`config.mk`:
```
export PLATFORM = sky130hd
export DESIGN_NAME = emp_encoder_out
export DESIGN_NICKNAME = d
export VERILOG_FILES = /design/src/core/emp_pkg.sv /design/src/core/emp_quad_gen.sv /design/src/core/emp_encoder_out.sv
export VERILOG_INCLUDE_DIRS = /design/src /design/src/core
export SDC_FILE = /design/constraint.sdc
export NUM_CORES = 1
export LEC_CHECK = 0
export ABC_AREA = 0
export BUFFER_PORTS_ARGS = -buffer_cell sky130_fd_sc_hd__buf_2
export CAP_MARGIN = 20
export CORE_ASPECT_RATIO = 1.1
export CORE_MARGIN = 4
export CORE_UTILIZATION = 61
export DETAILED_ROUTE_END_ITERATION = 10
export GPL_ROUTABILITY_DRIVEN = 0
export HOLD_SLACK_MARGIN = 0.08
export PLACE_DENSITY = 0.8
export SLEW_MARGIN = 20
export SYNTH_ARGS = -nofsm -noshare
export SYNTH_HDL_FRONTEND = slang
export SYNTH_SLANG_ARGS = --single-unit
```
`constraint.sdc`:
```
create_clock -name clock -period 4.6 [get_ports clock]
set_input_delay 0.23 -clock clock [delete_from_list [all_inputs] [get_ports clock]]
set_output_delay 0.23 -clock clock [all_outputs]
set_load 0.02 [all_outputs]
```
`src/core/emp_consts.svh`:
```
// constants for the encoder multiturn and divided pulse output block
// assumes inclusion by bare name from core files
`ifndef EMP_CONSTS_SVH
`define EMP_CONSTS_SVH
`define EMP_REG_WRAP_LIMIT 16'h30A9
`define EMP_REG_DIVIDER 16'h30AA
`define EMP_REG_CONFIG 16'h30AB
`define EMP_REG_STATUS 16'h30AC
`define EMP_WRAP_RESET 16'h000A
`define EMP_DIV_RESET 16'h4000
`define EMP_DIV_MIN 16'h0010
`define EMP_DIV_MAX 16'h4000
`define EMP_USE_ABS 1'b0
`define EMP_USE_INC 1'b1
`define EMP_CFG_USAGE 0
`define EMP_CFG_DIR 1
`define EMP_CFG_SINGLE 2
`endif

```
`src/core/emp_pkg.sv`:
```
// types shared by the encoder multiturn and pulse output block
// assumes emp_consts.svh beside it
package emp_pkg;
   typedef struct packed {
      logic usage;
      logic dirRev;
      logic singleTurn;
   } emp_cfg_t;
   typedef struct packed {
      logic phaseA;
      logic phaseB;
      logic phaseC;
   } emp_pulse_t;
   typedef enum logic [1:0] {EMP_Q0, EMP_Q1, EMP_Q2, EMP_Q3} emp_quad_t;
endpackage : emp_pkg

```
`src/core/emp_quad_gen.sv`:
```
// quadrature stepper: one step per request, gray sequence over four states
// assumes step requests are single-cycle pulses
`timescale 1ns/1ps
`default_nettype none
module emp_quad_gen
   import emp_pkg::*;
(
   input wire logic clock,
   input wire logic arst_n,
   input wire logic stepFwd,
   input wire logic stepRev,
   output logic phaseA,
   output logic phaseB
);
   emp_quad_t state;
   emp_quad_t next_state;
   always_comb begin
      next_state = state;
      if (stepFwd && !stepRev) begin
         case (state)
            EMP_Q0: next_state = EMP_Q1;
            EMP_Q1: next_state = EMP_Q2;
            EMP_Q2: next_state = EMP_Q3;
            EMP_Q3: next_state = EMP_Q0;
            default: next_state = EMP_Q0;
         endcase
      end else if (stepRev && !stepFwd) begin
         case (state)
            EMP_Q0: next_state = EMP_Q3;
            EMP_Q1: next_state = EMP_Q0;
            EMP_Q2: next_state = EMP_Q1;
            EMP_Q3: next_state = EMP_Q2;
            default: next_state = EMP_Q0;
         endcase
      end
   end
   always_ff @(posedge clock or negedge arst_n) begin
      if (!arst_n) begin
         state <= EMP_Q0;
         phaseA <= 1'b0;
         phaseB <= 1'b0;
      end else begin
         state <= next_state;
         // A leads B going up the sequence, 90 degrees apart
         phaseA <= (next_state == EMP_Q1) || (next_state == EMP_Q2);
         phaseB <= (next_state == EMP_Q2) || (next_state == EMP_Q3);
      end
   end
endmodule : emp_quad_gen
`default_nettype wire

```
`src/core/emp_encoder_out.sv`:
```
// encoder use selection, multiturn counter and divided pulse output
// assumes encoder counts arrive as single-cycle step pulses, a revolution
// mark pulses at the forward or reverse crossing, and restart is the
// restart input or the reset; settings are written by register port
`include "emp_consts.svh"
`timescale 1ns/1ps
`default_nettype none
module emp_encoder_out
   import emp_pkg::*;
#(
   parameter int ENC_RES = 16384
)
(
   input wire logic clock,
   input wire logic arst_n,
   input wire logic restart,
   input wire logic encStepFwd,
   input wire logic encStepRev,
   input wire logic encIndex,
   input wire logic revFwd,
   input wire logic revRev,
   input wire logic encIsIncremental,
   input wire logic regWrite,
   input wire logic regRead,
   input wire logic [15:0] regAddr,
   input wire logic [15:0] regWdata,
   output logic [15:0] regRdata,
   output logic regAck,
   output logic [15:0] multiturnCount,
   output logic absEncoderAlarmFirst,
   output logic absEncoderAlarmSecond,
   output emp_pulse_t dividedOut
);
   // ==========================================================
   // elaboration checks
   if (ENC_RES < 16 || ENC_RES > 65535) begin : g_bad_res
      $error("emp_encoder_out: encoder resolution out of range");
   end

   // ==========================================================
   // register port
   logic [15:0] wrapLimit;
   logic [15:0] divider;
   emp_cfg_t cfg;
   logic [15:0] activeLimit;
   logic [15:0] activeDiv;
   emp_cfg_t activeCfg;
   logic firstPowerUp;
   wire logic hitLimit = regAddr == `EMP_REG_WRAP_LIMIT;
   wire logic hitDiv = regAddr == `EMP_REG_DIVIDER;
   wire logic hitCfg = regAddr == `EMP_REG_CONFIG;
   wire logic hitStat = regAddr == `EMP_REG_STATUS;
   // out-of-range divider writes are dropped so the divider stays legal
   wire logic divLegal = (regWdata >= `EMP_DIV_MIN)
      && (regWdata <= `EMP_DIV_MAX);
   wire logic [15:0] statusWord = {13'h0000, absEncoderAlarmSecond,
      absEncoderAlarmFirst, activeCfg.usage};
   wire logic [15:0] next_rdata = hitLimit ? wrapLimit
      : hitDiv ? divider
      : hitCfg ? {13'h0000, cfg.singleTurn, cfg.dirRev, cfg.usage}
      : hitStat ? statusWord : 16'h0000;

   always_ff @(posedge clock or negedge arst_n) begin
      if (!arst_n) begin
         wrapLimit <= `EMP_WRAP_RESET;
         divider <= `EMP_DIV_RESET;
         cfg <= '0;
      end else if (regWrite) begin
         if (hitLimit)
            wrapLimit <= regWdata;
         if (hitDiv && divLegal)
            divider <= regWdata;
         // bit order must match the read-back word
         if (hitCfg) begin
            cfg.usage <= regWdata[`EMP_CFG_USAGE];
            cfg.dirRev <= regWdata[`EMP_CFG_DIR];
            cfg.singleTurn <= regWdata[`EMP_CFG_SINGLE];
         end
      end
   end

   always_ff @(posedge clock or negedge arst_n) begin
      if (!arst_n) begin
         regRdata <= 16'h0000;
         regAck <= 1'b0;
      end else begin
         regAck <= regRead || regWrite;
         if (regRead)
            regRdata <= next_rdata;
      end
   end

   // ==========================================================
   // settings taken over only at restart
   logic pendLoad;
   always_ff @(posedge clock or negedge arst_n) begin
      if (!arst_n) begin
         pendLoad <= 1'b1;
         activeLimit <= `EMP_WRAP_RESET;
         activeDiv <= `EMP_DIV_RESET;
         activeCfg <= '0;
      end else begin
         pendLoad <= restart;
         if (pendLoad) begin
            activeLimit <= wrapLimit;
            activeDiv <= divider;
            activeCfg <= cfg;
         end
      end
   end

   // ==========================================================
   // encoder alarm at first power-up
   always_ff @(posedge clock or negedge arst_n) begin
      if (!arst_n) begin
         firstPowerUp <= 1'b1;
         absEncoderAlarmFirst <= 1'b0;
         absEncoderAlarmSecond <= 1'b0;
      end else begin
         firstPowerUp <= 1'b0;
         // sticky until the next reset; two codes for one cause
         if (firstPowerUp && encIsIncremental
               && cfg.usage == `EMP_USE_ABS) begin
            absEncoderAlarmFirst <= 1'b1;
            absEncoderAlarmSecond <= 1'b1;
         end
      end
   end

   // ==========================================================
   // multiturn counter
   wire logic holdZero = activeCfg.singleTurn
      || activeCfg.usage == `EMP_USE_INC;
   // the default limit counts freely over the full span
   wire logic wrapActive = activeCfg.usage == `EMP_USE_ABS
      && activeLimit != `EMP_WRAP_RESET;
   wire logic [15:0] limMinus = activeLimit - 16'h0001;
   logic [15:0] next_count;
   always_comb begin
      next_count = multiturnCount;
      if (holdZero)
         next_count = 16'h0000;
      else if (revFwd && !revRev) begin
         if (wrapActive && multiturnCount == limMinus)
            next_count = 16'h0000;
         else
            next_count = multiturnCount + 16'h0001;
      end else if (revRev && !revFwd) begin
         if (wrapActive && multiturnCount == 16'h0000)
            next_count = limMinus;
         else
            next_count = multiturnCount - 16'h0001;
      end
   end
   always_ff @(posedge clock or negedge arst_n) begin
      if (!arst_n)
         multiturnCount <= 16'h0000;
      else
         multiturnCount <= next_count;
   end

   // ==========================================================
   // rate divider: accumulate divider per encoder count, step on overflow
   // divider must not exceed ENC_RES; the configurer keeps to it
   localparam logic [16:0] RES = 17'(ENC_RES);
   logic [16:0] acc;
   logic [16:0] next_acc;
   logic outFwd;
   logic outRev;
   wire logic [16:0] div17 = {1'b0, activeDiv};
   // direction setting deliberately ignored here
   wire logic dirUp = encStepFwd && !encStepRev;
   wire logic dirDn = encStepRev && !encStepFwd;
   always_comb begin
      next_acc = acc;
      outFwd = 1'b0;
      outRev = 1'b0;
      if (dirUp) begin
         if (acc + div17 >= RES) begin
            next_acc = acc + div17 - RES;
            outFwd = 1'b1;
         end else
            next_acc = acc + div17;
      end else if (dirDn) begin
         if (acc < div17) begin
            next_acc = acc + RES - div17;
            outRev = 1'b1;
         end else
            next_acc = acc - div17;
      end
   end
   always_ff @(posedge clock or negedge arst_n) begin
      if (!arst_n)
         acc <= 17'h00000;
      else
         acc <= next_acc;
   end

   // four quadrature edges form one output pulse; the stepper moves one edge per overflow
   logic stepA;
   logic stepB;
   emp_quad_gen u_emp_quad_gen (
      .clock(clock),
      .arst_n(arst_n),
      .stepFwd(outFwd),
      .stepRev(outRev),
      .phaseA(stepA),
      .phaseB(stepB)
   );

   always_ff @(posedge clock or negedge arst_n) begin
      if (!arst_n)
         dividedOut.phaseC <= 1'b0;
      else
         dividedOut.phaseC <= encIndex;
   end
   assign dividedOut.phaseA = stepA;
   assign dividedOut.phaseB = stepB;
endmodule : emp_encoder_out
`default_nettype wire

```
* Yosys cells after proc, flatten, opt, wreduce, memory -nomap -nowiden
Cells that the tools add are included.
Widths: inputs -> output; s select.
** Word-level totals
- Input port bits :: 43
- Flip-flop bits (word level) :: 127
- Output and inout bits :: 38
- Logic and storage cells :: 98
** Operators by class
- Magnitude comparators :: 4
- Mux-type cells :: 22
- Add/sub/neg operators :: 8
- Reductions and logical operators :: 30
- Bitwise logic cells :: 2
- Equal/unequal tests :: 12
** Operators with widths (count)
- $mux 16 :: 7
- $mux 17 :: 4
- $eq 16x14->1 const B :: 4
- $sub 17x16->17 :: 2
- $sub 16x1->16 const B :: 2
- $add 17x15->17 const B :: 1
- $add 17x16->17 :: 1
- $ge 17x15->1 const B :: 1
- $lt 17x16->1 :: 1
- $sub 17x15->17 const B :: 1
- $add 16x1->16 const B :: 1
- $eq 16x16->1 :: 1
- $ge 16x5->1 const B :: 1
- $le 16x15->1 const B :: 1
- $logic_not 16->1 :: 1
- $ne 16x4->1 const B :: 1
- $pmux 2 s4 :: 2
- $logic_and 1x1->1 :: 13
- $eq 2x2->1 const B :: 4
- $logic_not 1->1 :: 6
- $mux 3 :: 2
- $reduce_and 2->1 :: 3
- $mux 1 :: 5
- $eq 2x1->1 const B :: 2
- other kinds (6) :: 11

* Longest topological paths before layout
Gate-level depths: netlist of the first run.
- Word-level depth :: 10
- Mapped depth :: 19
- Depth with buffers taken out :: 18

* By module
Synthesis of the first run repeated with hierarchy kept, for this count alone.
** Unflattened totals
- Cells, all modules :: 1108
- Area total of the unflattened synthesis :: 9899.5 µm²
** By module, submodules not included
- emp_encoder_out :: seq. area each 3088.0 µm², times used 1, cells each 1088, area each 9683.0 µm²
- emp_quad_gen :: seq. area each 100.1 µm², times used 1, cells each 20, area each 216.5 µm²

* Worst setup path after synthesis of the first run
OpenSTA, ideal clock, no wires.
- Path type :: register to register
- Start :: reg activeDiv[2]
- End :: reg u_emp_quad_gen.state[0]
- Buffers on the path :: 1
- Period minus slack after synthesis :: 4.144 ns
- Arrival :: 4.020 ns
- Cell stages (with the launch flop) :: 20
- Data required time :: 4.475 ns
- Path slack :: 0.456 ns
- Setup time :: 0.125 ns
- Cell sequence :: dfrtp_1 inv_1 ha_1 buf_2 nand2b_1 a2111oi_0 o211a_1 nor3_1 or2_2 xnor2_1 ha_1 nand2_1 nor3_1 nand4_1 nand4b_1 or4_1 o211ai_1 o21ai_1 nand2_1 mux2_2
** Between the ends
- Word-level cells in the longest chain between the ends :: 8
- Elaborated cells on any way between the ends :: 14
- Classes of those cells :: add/sub: 1; order compare: 2; mux: 7; reduce/logical: 4
** Ends and longest elaborated chain
- start: declaration :: RTL line emp_encoder_out.sv:46 : logic [15:0] activeDiv;
- start signal: assignment :: RTL line emp_encoder_out.sv:100 : activeDiv <= `EMP_DIV_RESET;
- start signal: assignment :: RTL line emp_encoder_out.sv:106 : activeDiv <= divider;
- $add 17x16->17 :: RTL line emp_encoder_out.sv:179 : if (acc + div17 >= RES) begin
- $ge 17x15->1 :: RTL line emp_encoder_out.sv:179
- $mux 1 :: RTL line emp_encoder_out.sv:179
- $mux 1 :: RTL line emp_encoder_out.sv:178 : if (dirUp) begin
- $logic_not 1->1 :: RTL line emp_quad_gen.sv:27 : end else if (stepRev && !stepFwd) begin
- $logic_and 1x1->1 :: RTL line emp_quad_gen.sv:27
- $mux 2 :: RTL line emp_quad_gen.sv:27
- $mux 2 * :: RTL line emp_quad_gen.sv:19 : if (stepFwd && !stepRev) begin
- named net u_emp_quad_gen.next_state[0] :: RTL line emp_quad_gen.sv:16 : emp_quad_t next_state;
- end signal: assignment :: RTL line emp_quad_gen.sv:43 : state <= next_state;
- end: declaration :: RTL line emp_quad_gen.sv:15 : emp_quad_t state;
The timed path passes the listed nets; every way through them passes the cells marked *.
A chain may end at the register's enable or synchronous reset.

* Worst setup path in the final report of the first run
- Start :: reg activeDiv[0]
- End :: reg u_emp_quad_gen.state[0]
Same word-level chain as after synthesis.

==> impl_metrics.py, run 1 <==
metrics = {
    "timing": {
        "rsz_0062_raised_after_global_routing": "false",
        "tightest_slew_margin_relative_to_the_limit": 0.305,
        "finalCriticalPeriod_ns": 4.37,
        "final-max-slew-violation-count": 0,
        "timing.clock.skew_ns": 0.0112,
        "layout_worst_path_cycle_share": 0.949,
        "timing.final.setup_violations": 0,
        "max_slew.worst_pin.slew_ns": 1.04,
        "max_clock_freq_mhz": 229,
        "report.final.hold_viol_count": 0,
        "hold_slack_ns": 0.0926,
    },
    "route": {
        "dr_total_vias": 8170,
        "vias_per_cell": 6.10,
        "drt_first_pass_iters": 5,
        "drc": 0,
        "detail-route-antenna-nets": 0,
        "detail_route.wirelength_mm": 24.8,
        "routedWlPerCell_um": 18.5,
        "detail_route.iter0.violations": 679,
    },
    "die": {
        "std_cell_rows": 47,
        "design.core.area_um2": 15100,
        "fp.dieH_um": 138,
        "starting_density_of_the_core": 0.625,
        "fp.dieArea_um2": 17500,
        "chipWidth_um": 127,
        "design.portCount": 81,
    },
    "power": {
        "p_total_w": 0.00582,
        "p_leak_nw": 5.06,
        "p_sw_w": 0.00254,
        "proportion_of_total_power_due_to_net_switching": 0.437,
        "worst_ir_drop_vdd_v": 0.000428,
        "pwr-share-seq": 0.255,
        "internal-power_w": 0.00328,
        "comb_pwr_share": 0.522,
        "powerDensity_nw_per_um2": 539,
        "power.clock.fraction": 0.222,
    },
    "worst_setup_path": {
        "crit_slowest_cell": "or4_1",
        "worst-path-max-fanout": 6,
        "max_stage_delay_ns": 0.49,
        "cells_along_the_critical_path": "ha_1 > fa_1 > nand2b_1 > a2111oi_4 > o211a_1 > nor3_1 > or2_2 > xnor2_1 > ha_1 > nand2_1 > nor3_1 > nand4_1 > nand4b_1 > or4_1 > o211ai_1 > o21ai_2 > nand2_1 > mux2_2",
        "worst_setup_slack_for_register_to_register_paths_ns": 0.23,
        "worstSetupEndpointType": "register",
        "required_time_worst_endpoint_ns": 4.91,
        "worstSetupStartpointType": "register",
        "worst-endpoint-arrival_ns": 4.68,
        "timing_worst_setup_path_type": "register to register",
    },
    "grt": {
        "antenna_found_initial": 0,
        "first_global_vias": 8070,
        "grt_pass1_wl_mm": 40.9,
        "grt_max_degree": 89,
        "grt_usage": 0.287,
        "global_route.overflow_total": 0,
    },
    "cts": {
        "htree_levels": 4,
        "clkTransAtPathRegs_ns": 0.06,
        "cts-buffers-inserted": 17,
        "worstSkewPairLatency_ns": 0.43,
        "clock_tree.root_cell": "clkbuf_16",
        "buffers_from_clock_root_to_sink_at_most": 2,
        "numClockSinks": 126,
        "tritoncts": "done",
    },
    "cells_and_area": {
        "share_of_layout_cells_above_drive_strength_1": 0.200,
        "antenna_cells": 0,
        "finish.net_count": 1249,
        "area.growth.synth_to_final_pct": 14.4,
    },
    "synth": {
        "synth.net_count": 1171,
        "synth_edf_count": 0,
        "synth_top_area_share": 0.313,
        "synth-seq-area-share": 0.335,
        "ys_types": 74,
        "ys_async_sr_fraction": 1.00,
        "mappedNetlistArea_um2": 9440,
        "ys_seq_elements": 126,
        "syn_area_per_cell_um2": 8.97,
        "yosysTopAreaCell": "dfrtp_1",
        "post_synth_inst_count": 1053,
        "ys.warnings.count": 0,
        "synth.top_cells.by_area": "dfrtp_1 (31%), ha_1 (7.8%), mux2_2 (6.6%)",
        "synth_ff_type": "dfrtp_1",
    },
    "min_path": {
        "holdCritPathClass": "primary input to register",
    },
    "placed_design": {
        "dp.final_hpwl_mm": 17.7,
        "number_of_buffers_added_on_ports": 80,
    },
    "status": {
        "outcome": "completed",
    },
    "job": {
        "drv.max_cap_violation_count": 0,
    },
}
==> final cells by class <==
| class | instances | area, um^2 |
|---|---|---|
| multi-input cells | 782 | 5780 |
| inverters | 87 | 327 |
| clock inverters | 15 | 140 |
| well taps | 196 | 245 |
| clock buffers | 17 | 425 |
| repair buffers | 117 | 719 |
| flip-flops and latches | 126 | 3160 |
| fillers | 1130 | 4310 |
==> per-stage QoR <==
step / TNS, ns / setup slack [ns] / util / instance area (um^2) / instances
5_1_grt: 0 / 0.00155 / 0.715 / 10800 / 1340
6_report: 0 / 0.234 / 0.715 / 10800 / 1340
2_1_floorplan: 0 / 0.456 / - / 9440 / 1053
3_3_place_gp: 0 / 0.152 / 0.664 / 10000 / 1293
4_1_cts: 0 / 0.00871 / 0.711 / 10700 / 1339
3_5_place_dp: -0.455 / -0.223 / 0.664 / 10000 / 1293
==> cells by family (layout without fill, tap and decap cells) <==
group	Yosys count	in the layout	share of synthesized area
AOI/OAI and AO/OA	246	246	0.165
xor gates and xnor gates	73	73	0.0808
adders and majority gates	75	75	0.112
buffers and inverters	145	236	0.0604
DFF	126	126	0.335
muxes	62	62	0.0730
other	1	1	0.000397
and+or+nand+nor	325	325	0.174
==> power by group through the flow <==
| stage | combinational (W) | clock, W | sequential, W |
|---|---|---|---|
| 2_1_floorplan | 0.00223 | 0 | 0.00148 |
| 6_report | 0.00304 | 0.00129 | 0.00149 |
| 3_3_place_gp | 0.00286 | 0 | 0.00149 |
| 5_1_grt | 0.00338 | 0.00135 | 0.00152 |
| 3_5_place_dp | 0.00293 | 0 | 0.00150 |
| 4_1_cts | 0.00298 | 0.00130 | 0.00148 |
==> cells in the mapped netlist, types with 8 or more instances <==
master / number
ha_1: 59
xor2_1: 21
o211ai_1: 10
dfstp_2: 8
o31ai_1: 8
o21ai_0: 63
nand2_1: 90
nor4_1: 12
inv_1: 85
nor2_1: 75
a211oi_1: 8
dfrtp_1: 118
o21bai_1: 8
fa_1: 16
nand2b_1: 11
xnor2_1: 43
xnor3_1: 9
and3_1: 10
a31oi_1: 8
clkbuf_1: 43
nand3_1: 14
a22oi_1: 17
mux2_2: 55
nor2b_1: 15
nor3_1: 36
nand4_1: 9
or3_1: 12
a21oi_1: 73
==> per-layer routing <==
metal | track usage | part of all wire | vias to the layer above
met5 | 0 | 0 | -
met2 | 0.467 | 0.48 | 346
met1 | 0.383 | 0.42 | 3921
li1 | - | - | 3838
met4 | 0.114 | 0.036 | 0
met3 | 0.0498 | 0.067 | 65
==> timing repair <==
item | in CTS | in global routing
hold buffers | 14 | 0
gates resized for setup | 2 | 12
endpoints found under the hold margin | 102 | 0
buffers inserted | 0 | 1
setup endpoints to repair | 5 | 5
pin swaps | 0 | 3
==> registers in the layout, summed over array words and instances (netlist names), 2 cells and up <==
register / flops
acc: 17
activeCfg: 2
activeDiv: 16
activeLimit: 16
cfg: 3
divider: 16
multiturnCount: 16
regRdata: 16
wrapLimit: 16
==> final timing paths <==
check,from,end,cells after the start
setup / recovery,activeDiv[0],u_emp_quad_gen.state[0],18
min in group asynchronous,arst_n,u_emp_quad_gen.state[0],2
hold / removal,regWdata[12],divider[12],2
setup reg to reg,activeDiv[0],u_emp_quad_gen.state[0],18
hold reg to reg,firstPowerUp,absEncoderAlarmSecond,2
max in group asynchronous,arst_n,activeLimit[1],3
==> critical path: cells and delay by family, from the launching register on <==
family / cells / cell delay, ns
AND/OR/NAND/NOR: 9 / 1.69
AO/OA/AOI/OAI: 4 / 0.78
adder cells (fa/ha/maj): 3 / 0.90
XOR/XNOR: 1 / 0.14
flip-flops: 1 / 0.40
multiplexers: 1 / 0.33
==> cell usage in the layout (no fill, tap or decap), types with 10 or more instances in the layout <==
master,n
a21oi_1,71
a22oi_1,17
and3_1,10
buf_2,79
buf_4,23
clkbuf_16,17
dfrtp_1,118
dlygate4sd3_1,14
fa_1,16
ha_1,57
inv_1,85
mux2_2,55
nand2_1,90
nand2b_1,11
nand3_1,14
nor2_1,75
nor2b_1,15
nor3_1,34
nor4_1,12
o211ai_1,10
o21ai_0,62
or3_1,12
xnor2_1,43
xor2_1,21
(Power assumes the default switching activity.)
==> run 2, diff against run 1 <==
- ABC_AREA: 0 -> 1
- CORE_UTILIZATION: 61 -> 62
- PLACE_DENSITY: 0.8 -> 0.81
==> run 2 against run 1 <==
Register-to-register slack improved by 0.92 ns. Fmax up 27%. Sequential share of layout area shrank 1.8 points. Hold slack worse by 0.0053 ns. Clock skew fell by 0.00073 ns. Core utilization is 1.2 points lower. Sequential power hardly changed. Non-clock buffer count is 26 lower. Die area grew 7.5%. Highest routed layer is now met5.
==> impl_metrics.py, run 2 <==
metrics = {
    "grt": {
        "first_global_vias": 9737,
        "grt_max_degree": 86,
        "antenna_found_initial": 2,
        "grt_usage": 0.310,
        "global_route.overflow_total": 0,
        "grt_pass1_wl_mm": 47.7,
    },
    "power": {
        "worst_ir_drop_vdd_v": 0.000380,
        "power.clock.fraction": 0.227,
        "powerDensity_nw_per_um2": 539,
        "proportion_of_total_power_due_to_net_switching": 0.489,
        "p_sw_w": 0.00303,
        "comb_pwr_share": 0.535,
        "pwr-share-seq": 0.238,
        "p_leak_nw": 5.99,
        "internal-power_w": 0.00317,
    },
    "placed_design": {
        "setup_ws_pre_cts_ns": 1.23,
        "number_of_buffers_added_on_ports": 80,
        "dp.final_hpwl_mm": 21.6,
        "postPlaceCellArea_um2": 10800,
        "placed_cells": 1751,
    },
    "cells_and_area": {
        "area.growth.synth_to_final_pct": 10.9,
        "finish.net_count": 1690,
        "fillers": 1331,
        "largest_register_ffs": 17,
        "share_of_layout_cells_above_drive_strength_1": 0.130,
        "layout_commonest_cell": "nand2_1",
        "final_cell_count_no_fill": 1789,
        "final_design_area_excluding_fillers_um2": 11500,
        "regMostFlops": "acc",
        "layout.cells.most_common_list": "nand2_1 (452), inv_1 (183), o21ai_0 (119)",
        "finish.utilization": 0.702,
        "antenna_cells": 0,
    },
    "timing": {
        "final-max-slew-violation-count": 0,
        "layout_worst_path_cycle_share": 0.750,
        "timing.clock.skew_ns": 0.0105,
        "timing.final.setup_violations": 0,
        "tightest_slew_margin_relative_to_the_limit": 0.298,
        "layout_setup_ws_ns": 1.15,
        "finalCriticalPeriod_ns": 3.45,
        "rsz_0062_raised_after_global_routing": "false",
        "setup_total_negative_slack_ns": 0,
        "max_slew.worst_pin.slew_ns": 1.05,
        "max_clock_freq_mhz": 290,
        "report.final.hold_viol_count": 0,
    },
    "route": {
        "detail_route.wirelength_mm": 28.8,
        "drt_first_pass_iters": 8,
        "drc": 0,
        "routedWlPerCell_um": 16.1,
        "vias_per_cell": 5.72,
        "dr_total_vias": 10200,
        "detail_route.iter0.violations": 950,
        "detail-route-antenna-nets": 0,
    },
    "cts": {
        "buffers_from_clock_root_to_sink_at_most": 2,
        "numClockSinks": 126,
        "clock_tree.root_cell": "clkbuf_16",
        "htree_levels": 4,
        "worstSkewPairLatency_ns": 0.44,
        "clkTransAtPathRegs_ns": 0.07,
        "tritoncts": "done",
        "cts-buffers-inserted": 17,
    },
    "synth": {
        "synth_ff_type": "dfrtp_1",
        "synth_top_area_share": 0.285,
        "synth.net_count": 1631,
        "synth_edf_count": 0,
        "post_synth_inst_count": 1513,
        "syn_area_per_cell_um2": 6.85,
        "yosysTopAreaCell": "dfrtp_1",
        "ys_types": 51,
        "ys_seq_elements": 126,
        "ys_async_sr_fraction": 1.00,
        "mappedNetlistArea_um2": 10400,
        "synth-seq-area-share": 0.305,
        "synth.top_cells.by_area": "dfrtp_1 (28%), nand2_1 (16%), ha_1 (7.1%)",
        "yosys-top-cells-count": "nand2_1 (452), inv_1 (183), o21ai_0 (119), dfrtp_1 (118), nand3_1 (117)",
        "yosysMostFrequentCell": "nand2_1",
        "ys.warnings.count": 0,
    },
    "die": {
        "fp.dieH_um": 144,
        "chipWidth_um": 131,
        "starting_density_of_the_core": 0.633,
        "design.core.area_um2": 16400,
        "fp.dieArea_um2": 18900,
        "design.portCount": 81,
        "std_cell_rows": 49,
    },
    "min_path": {
        "holdCritPathClass": "primary input to register",
    },
    "worst_setup_path": {
        "timing_worst_setup_path_type": "register to register",
        "required_time_worst_endpoint_ns": 4.92,
        "worstSetupStartpointType": "register",
        "worst-path-max-fanout": 6,
        "worstSetupEndpointType": "register",
        "worst-endpoint-arrival_ns": 3.77,
    },
    "status": {
        "outcome": "completed",
    },
    "job": {
        "drv.max_cap_violation_count": 0,
    },
}
run 2: cell types whose count changed in the layout (fill, tap and decap cells not counted), sizes merged, moves of 18 or more:
cell	previous run	this run
a21oi	73	43
nor2	76	131
buf	103	85
xor2	21	44
o21ai	64	124
inv	96	209
nand2	90	474
mux2	55	6
nand3	15	121
nor3	36	15
xnor2	43	2
run 2: layer usage:
metal | wire length, um | GRT usage | vias up
li1 | - | - | 4940
met1 | 12100 | 0.395 | 4717
met2 | 13200 | 0.511 | 474
met3 | 2270 | 0.0714 | 96
met4 | 1170 | 0.140 | 2
met5 | 10 | 0 | -
run 2: worst paths after layout:
kind	cells after the start	slack, ns	start	endpoint
worst max-delay path	27	1.15	activeDiv[0]	u_emp_quad_gen.phaseA
max in group asynchronous	3	3.09	arst_n	pendLoad
worst min register to register	2	0.50	cfg[1]	cfg[1]
worst max register to register	27	1.15	activeDiv[0]	u_emp_quad_gen.phaseA
worst min-delay path	3	0.09	regWdata[3]	wrapLimit[3]
min in group asynchronous	2	0.43	arst_n	activeDiv[15]
run 2: logic make-up (layout without fill, tap and decap cells):
| group | Yosys count | count (layout) | synth area share |
|---|---|---|---|
| xor gates and xnor gates | 46 | 46 | 0.0403 |
| other | 1 | 1 | 0.000362 |
| muxes | 6 | 6 | 0.00652 |
| AOI/OAI and AO/OA | 225 | 225 | 0.120 |
| buffers and inverters | 253 | 325 | 0.0965 |
| and+or+nand+nor | 781 | 781 | 0.329 |
| DFF | 126 | 126 | 0.305 |
| adders and majority gates | 75 | 75 | 0.102 |
run 2: timing repair:
item / in CTS / in global routing
hold endpoints to repair: 86 / 0
hold buffers: 6 / 0
resized for setup: 0 / 0
setup buffers: 0 / 0
run 2: critical path: stages, from the launching register on:
cell and delay [ns]:
dfrtp_1 0.41, ha_1 0.25, fa_1 0.43, nand2_1 0.11
nand2_2 0.07, nand3_1 0.11, nand2_1 0.11, nand3b_1 0.11
nand2_1 0.06, nand2_1 0.05, nand2_1 0.09, inv_1 0.10
ha_1 0.16, nand3b_1 0.08, nor2_1 0.11, nand3_1 0.08
nor2_1 0.09, nand2_1 0.06, nor2_1 0.09, nand2_1 0.07
nor2_1 0.09, nand2_1 0.07, nand2_2 0.12, nand2_2 0.10
nand2_1 0.12, nand2_2 0.07, nand2_1 0.07, nand2_1 0.05
run 2: final cells by class:
type,instances,area (um^2),share of cell area
multi-input combinational,1134,6200,0.539
clock inverter,15,188,0.0163
tap,204,255,0.0222
inverter,202,761,0.0662
timing repair buffer,91,504,0.0439
sequential,126,3160,0.275
clock buffer,17,425,0.0370
run 2: stage by stage:
stage	total power (W)	hold WS, ns
after detailed placement	0.00468	0.337
after global placement	0.00461	0.335
after global routing	0.00668	0.107
after CTS	0.00611	0.0873
after floorplan	0.00391	-0.0656
final	0.00619	0.0873
run 2: power groups by stage:
| stage | clock network [W] | logic (W) | registers (W) |
|---|---|---|---|
| after floorplan | 0 | 0.00245 | 0.00146 |
| after global placement | 0 | 0.00313 | 0.00149 |
| after detailed placement | 0 | 0.00319 | 0.00149 |
| after CTS | 0.00141 | 0.00323 | 0.00147 |
| after global routing | 0.00148 | 0.00369 | 0.00151 |
| final | 0.00141 | 0.00331 | 0.00148 |
==> run 3, diff against run 2 <==
- clock period: 4.6 -> 3.27 ns (I/O delays scaled with it)
==> run 3 against run 2 <==
Final cell count rose by 3.1%. Routed wire length rose by 4.6%. First-iteration DRC count rose by 22%. Combinational power rose by 55%. Clock-buffer cell count did not move. Via count rose by 3.5%. Clock power rose by 40%. Non-clock buffer count rose by 56. Critical path type unchanged. Critical endpoint unchanged.
==> impl_metrics.py, run 3 (synthesis results as in run 2) <==
metrics = {
    "cells_and_area": {
        "multi_input_area_um2": 6390,
        "regMostFlops": "acc",
        "finish.net_count": 1746,
        "largest_register_ffs": 17,
        "layout_commonest_cell": "nand2_1",
        "fillers": 1238,
        "layout.cells.most_common_list": "nand2_1 (445), inv_1 (178), o21ai_0 (118)",
        "share_of_layout_cells_above_drive_strength_1": 0.175,
        "final-seq-area_um2": 3160,
        "antenna_cells": 0,
        "area.growth.synth_to_final_pct": 17.5,
    },
    "route": {
        "drc": 0,
        "detail_route.wirelength_mm": 30.1,
        "drt_first_pass_iters": 6,
        "detail-route-antenna-nets": 0,
        "dr_total_vias": 10600,
        "detail_route.iter0.violations": 1160,
        "vias_per_cell": 5.74,
        "routedWlPerCell_um": 16.3,
    },
    "worst_setup_path": {
        "cp_common_cell": "nand2_1",
        "timing_worst_setup_path_type": "register to register",
        "crit_slowest_cell": "fa_2",
        "worstSetupStartpointType": "register",
        "required_time_worst_endpoint_ns": 3.59,
        "critical_path_buf_inv_count": 1,
        "max_stage_delay_ns": 0.41,
        "worstSetupEndpointType": "register",
        "worst-endpoint-arrival_ns": 3.48,
        "crit_family": "simple AND/OR/NAND/NOR gates",
        "worst-path-max-fanout": 6,
    },
    "die": {
        "starting_density_of_the_core": 0.633,
        "fp.dieH_um": 144,
        "std_cell_rows": 49,
        "design.portCount": 81,
        "design.core.area_um2": 16400,
        "chipWidth_um": 131,
        "fp.dieArea_um2": 18900,
    },
    "timing": {
        "timing.final.setup_violations": 0,
        "layout_worst_path_cycle_share": 0.967,
        "max_clock_freq_mhz": 316,
        "layout_setup_ws_ns": 0.108,
        "rsz_0062_raised_after_global_routing": "true",
        "tightest_slew_margin_relative_to_the_limit": 0.381,
        "report.final.hold_viol_count": 0,
        "finalCriticalPeriod_ns": 3.16,
        "setup_total_negative_slack_ns": 0,
        "timing.clock.skew_ns": 0.0106,
        "max_slew.worst_pin.slew_ns": 0.927,
        "final-max-slew-violation-count": 0,
    },
    "grt": {
        "first_global_vias": 9814,
        "grt_pass1_wl_mm": 47.8,
        "global_route.overflow_total": 0,
        "grt_max_degree": 95,
        "grt_usage": 0.311,
        "antenna_found_initial": 0,
    },
    "cts": {
        "clock_tree.root_cell": "clkbuf_16",
        "htree_levels": 4,
        "buffers_from_clock_root_to_sink_at_most": 2,
        "tritoncts": "done",
        "cts-buffers-inserted": 17,
        "worstSkewPairLatency_ns": 0.43,
        "clkTransAtPathRegs_ns": 0.06,
        "numClockSinks": 126,
    },
    "power": {
        "worst_ir_drop_vdd_v": 0.000595,
        "p_leak_nw": 6.29,
        "powerDensity_nw_per_um2": 755,
    },
    "min_path": {
        "holdCritPathClass": "primary input to register",
    },
    "placed_design": {
        "dp.final_hpwl_mm": 22.2,
        "setup_ws_pre_cts_ns": -0.00276,
        "number_of_buffers_added_on_ports": 80,
    },
    "status": {
        "outcome": "completed",
    },
    "job": {
        "drv.max_cap_violation_count": 0,
    },
}
-- run 3: cell count changes in the layout (fill, tap and decap cells not counted), moves of 5 or more --
cell           change
buf_4             +40
dlygate4sd3_1     +14
ha_1              -14
ha_2               +6
ha_4               +8
inv_1              -5
inv_2              +5
nand2_1            -7
nand2_2            +5
-- run 3: path summary, 6_finish.rpt --
kind                        startpoint                     to  slack [ns]  cells past startpoint
max reg2reg                     acc[0]  u_emp_quad_gen.phaseA        0.11                     27
min                        regWdata[8]             divider[8]        0.11                      3
max in group asynchronous       arst_n           firstPowerUp        2.00                      3
max                             acc[0]  u_emp_quad_gen.phaseA        0.11                     27
min reg2reg                     cfg[1]                 cfg[1]        0.50                      2
min in group asynchronous       arst_n                acc[15]        0.38                      2
-- run 3: power breakdown --
| group | internal, W | switching (W) | total (W) |
|---|---|---|---|
| clock network | 0.00111 | 0.000862 | 0.00197 |
| registers | 0.00176 | 0.000340 | 0.00210 |
| logic | 0.00189 | 0.00323 | 0.00512 |
| total | 0.00476 | 0.00443 | 0.00920 |
-- run 3: cell type report --
cell class,count,share of cell area
Tap cell,204,0.0210
Clock inverter,15,0.0159
Inverter,202,0.0625
Multi-Input combinational cell,1134,0.525
Clock buffer,17,0.0349
Sequential cell,126,0.260
Timing Repair Buffer,147,0.0809
-- run 3: worst reg2reg max path, cell delays in order, from the launching register on --
cell and delay (ns):
dfrtp_1 0.40, ha_2 0.22, fa_2 0.41, nand2_2 0.08
nand2_2 0.08, nand3_2 0.08, nand2_2 0.07, nand3b_1 0.10
nand2_1 0.06, nand2_1 0.07, nand2_2 0.08, inv_2 0.08
ha_4 0.12, nand3b_1 0.07, nor2_1 0.10, nand3_1 0.07
nor2_1 0.10, nand2_1 0.06, nor2_1 0.12, nand2_1 0.06
nor2_1 0.10, nand2_1 0.09, nand2_4 0.11, nand2_4 0.08
nand2_2 0.08, nand2_2 0.07, nand2_1 0.07, nand2_1 0.05
-- run 3: repair_timing --
item	4_1_cts	5_1_grt
hold endpoints to repair	117	0
hold buffers	20	0
resized for setup	1	50
pin swaps	1	24
buffers inserted	0	19
endpoints found under the setup margin	2	6
-- run 3: metrics by stage --
stage | std cells | hold WS, ns | total power (W) | cell area, um^2 | utilization
CTS | 1826 | 0.0971 | 0.00883 | 11800 | 0.723
floorplan | 1513 | -0.132 | 0.00550 | 10400 | -
finish | 1845 | 0.105 | 0.00920 | 12200 | 0.744
global route | 1845 | 0.0972 | 0.00983 | 12200 | 0.744
detailed placement | 1774 | 0.273 | 0.00679 | 11000 | 0.673
global placement | 1774 | 0.269 | 0.00669 | 11000 | 0.673
-- run 3: per-layer routing --
layer	up-vias	wire length, um	GRT usage
li1	5057	-	-
met1	4872	12600	0.414
met2	553	13800	0.507
met3	109	2430	0.0529
met4	0	1300	0.137
met5	-	0	0
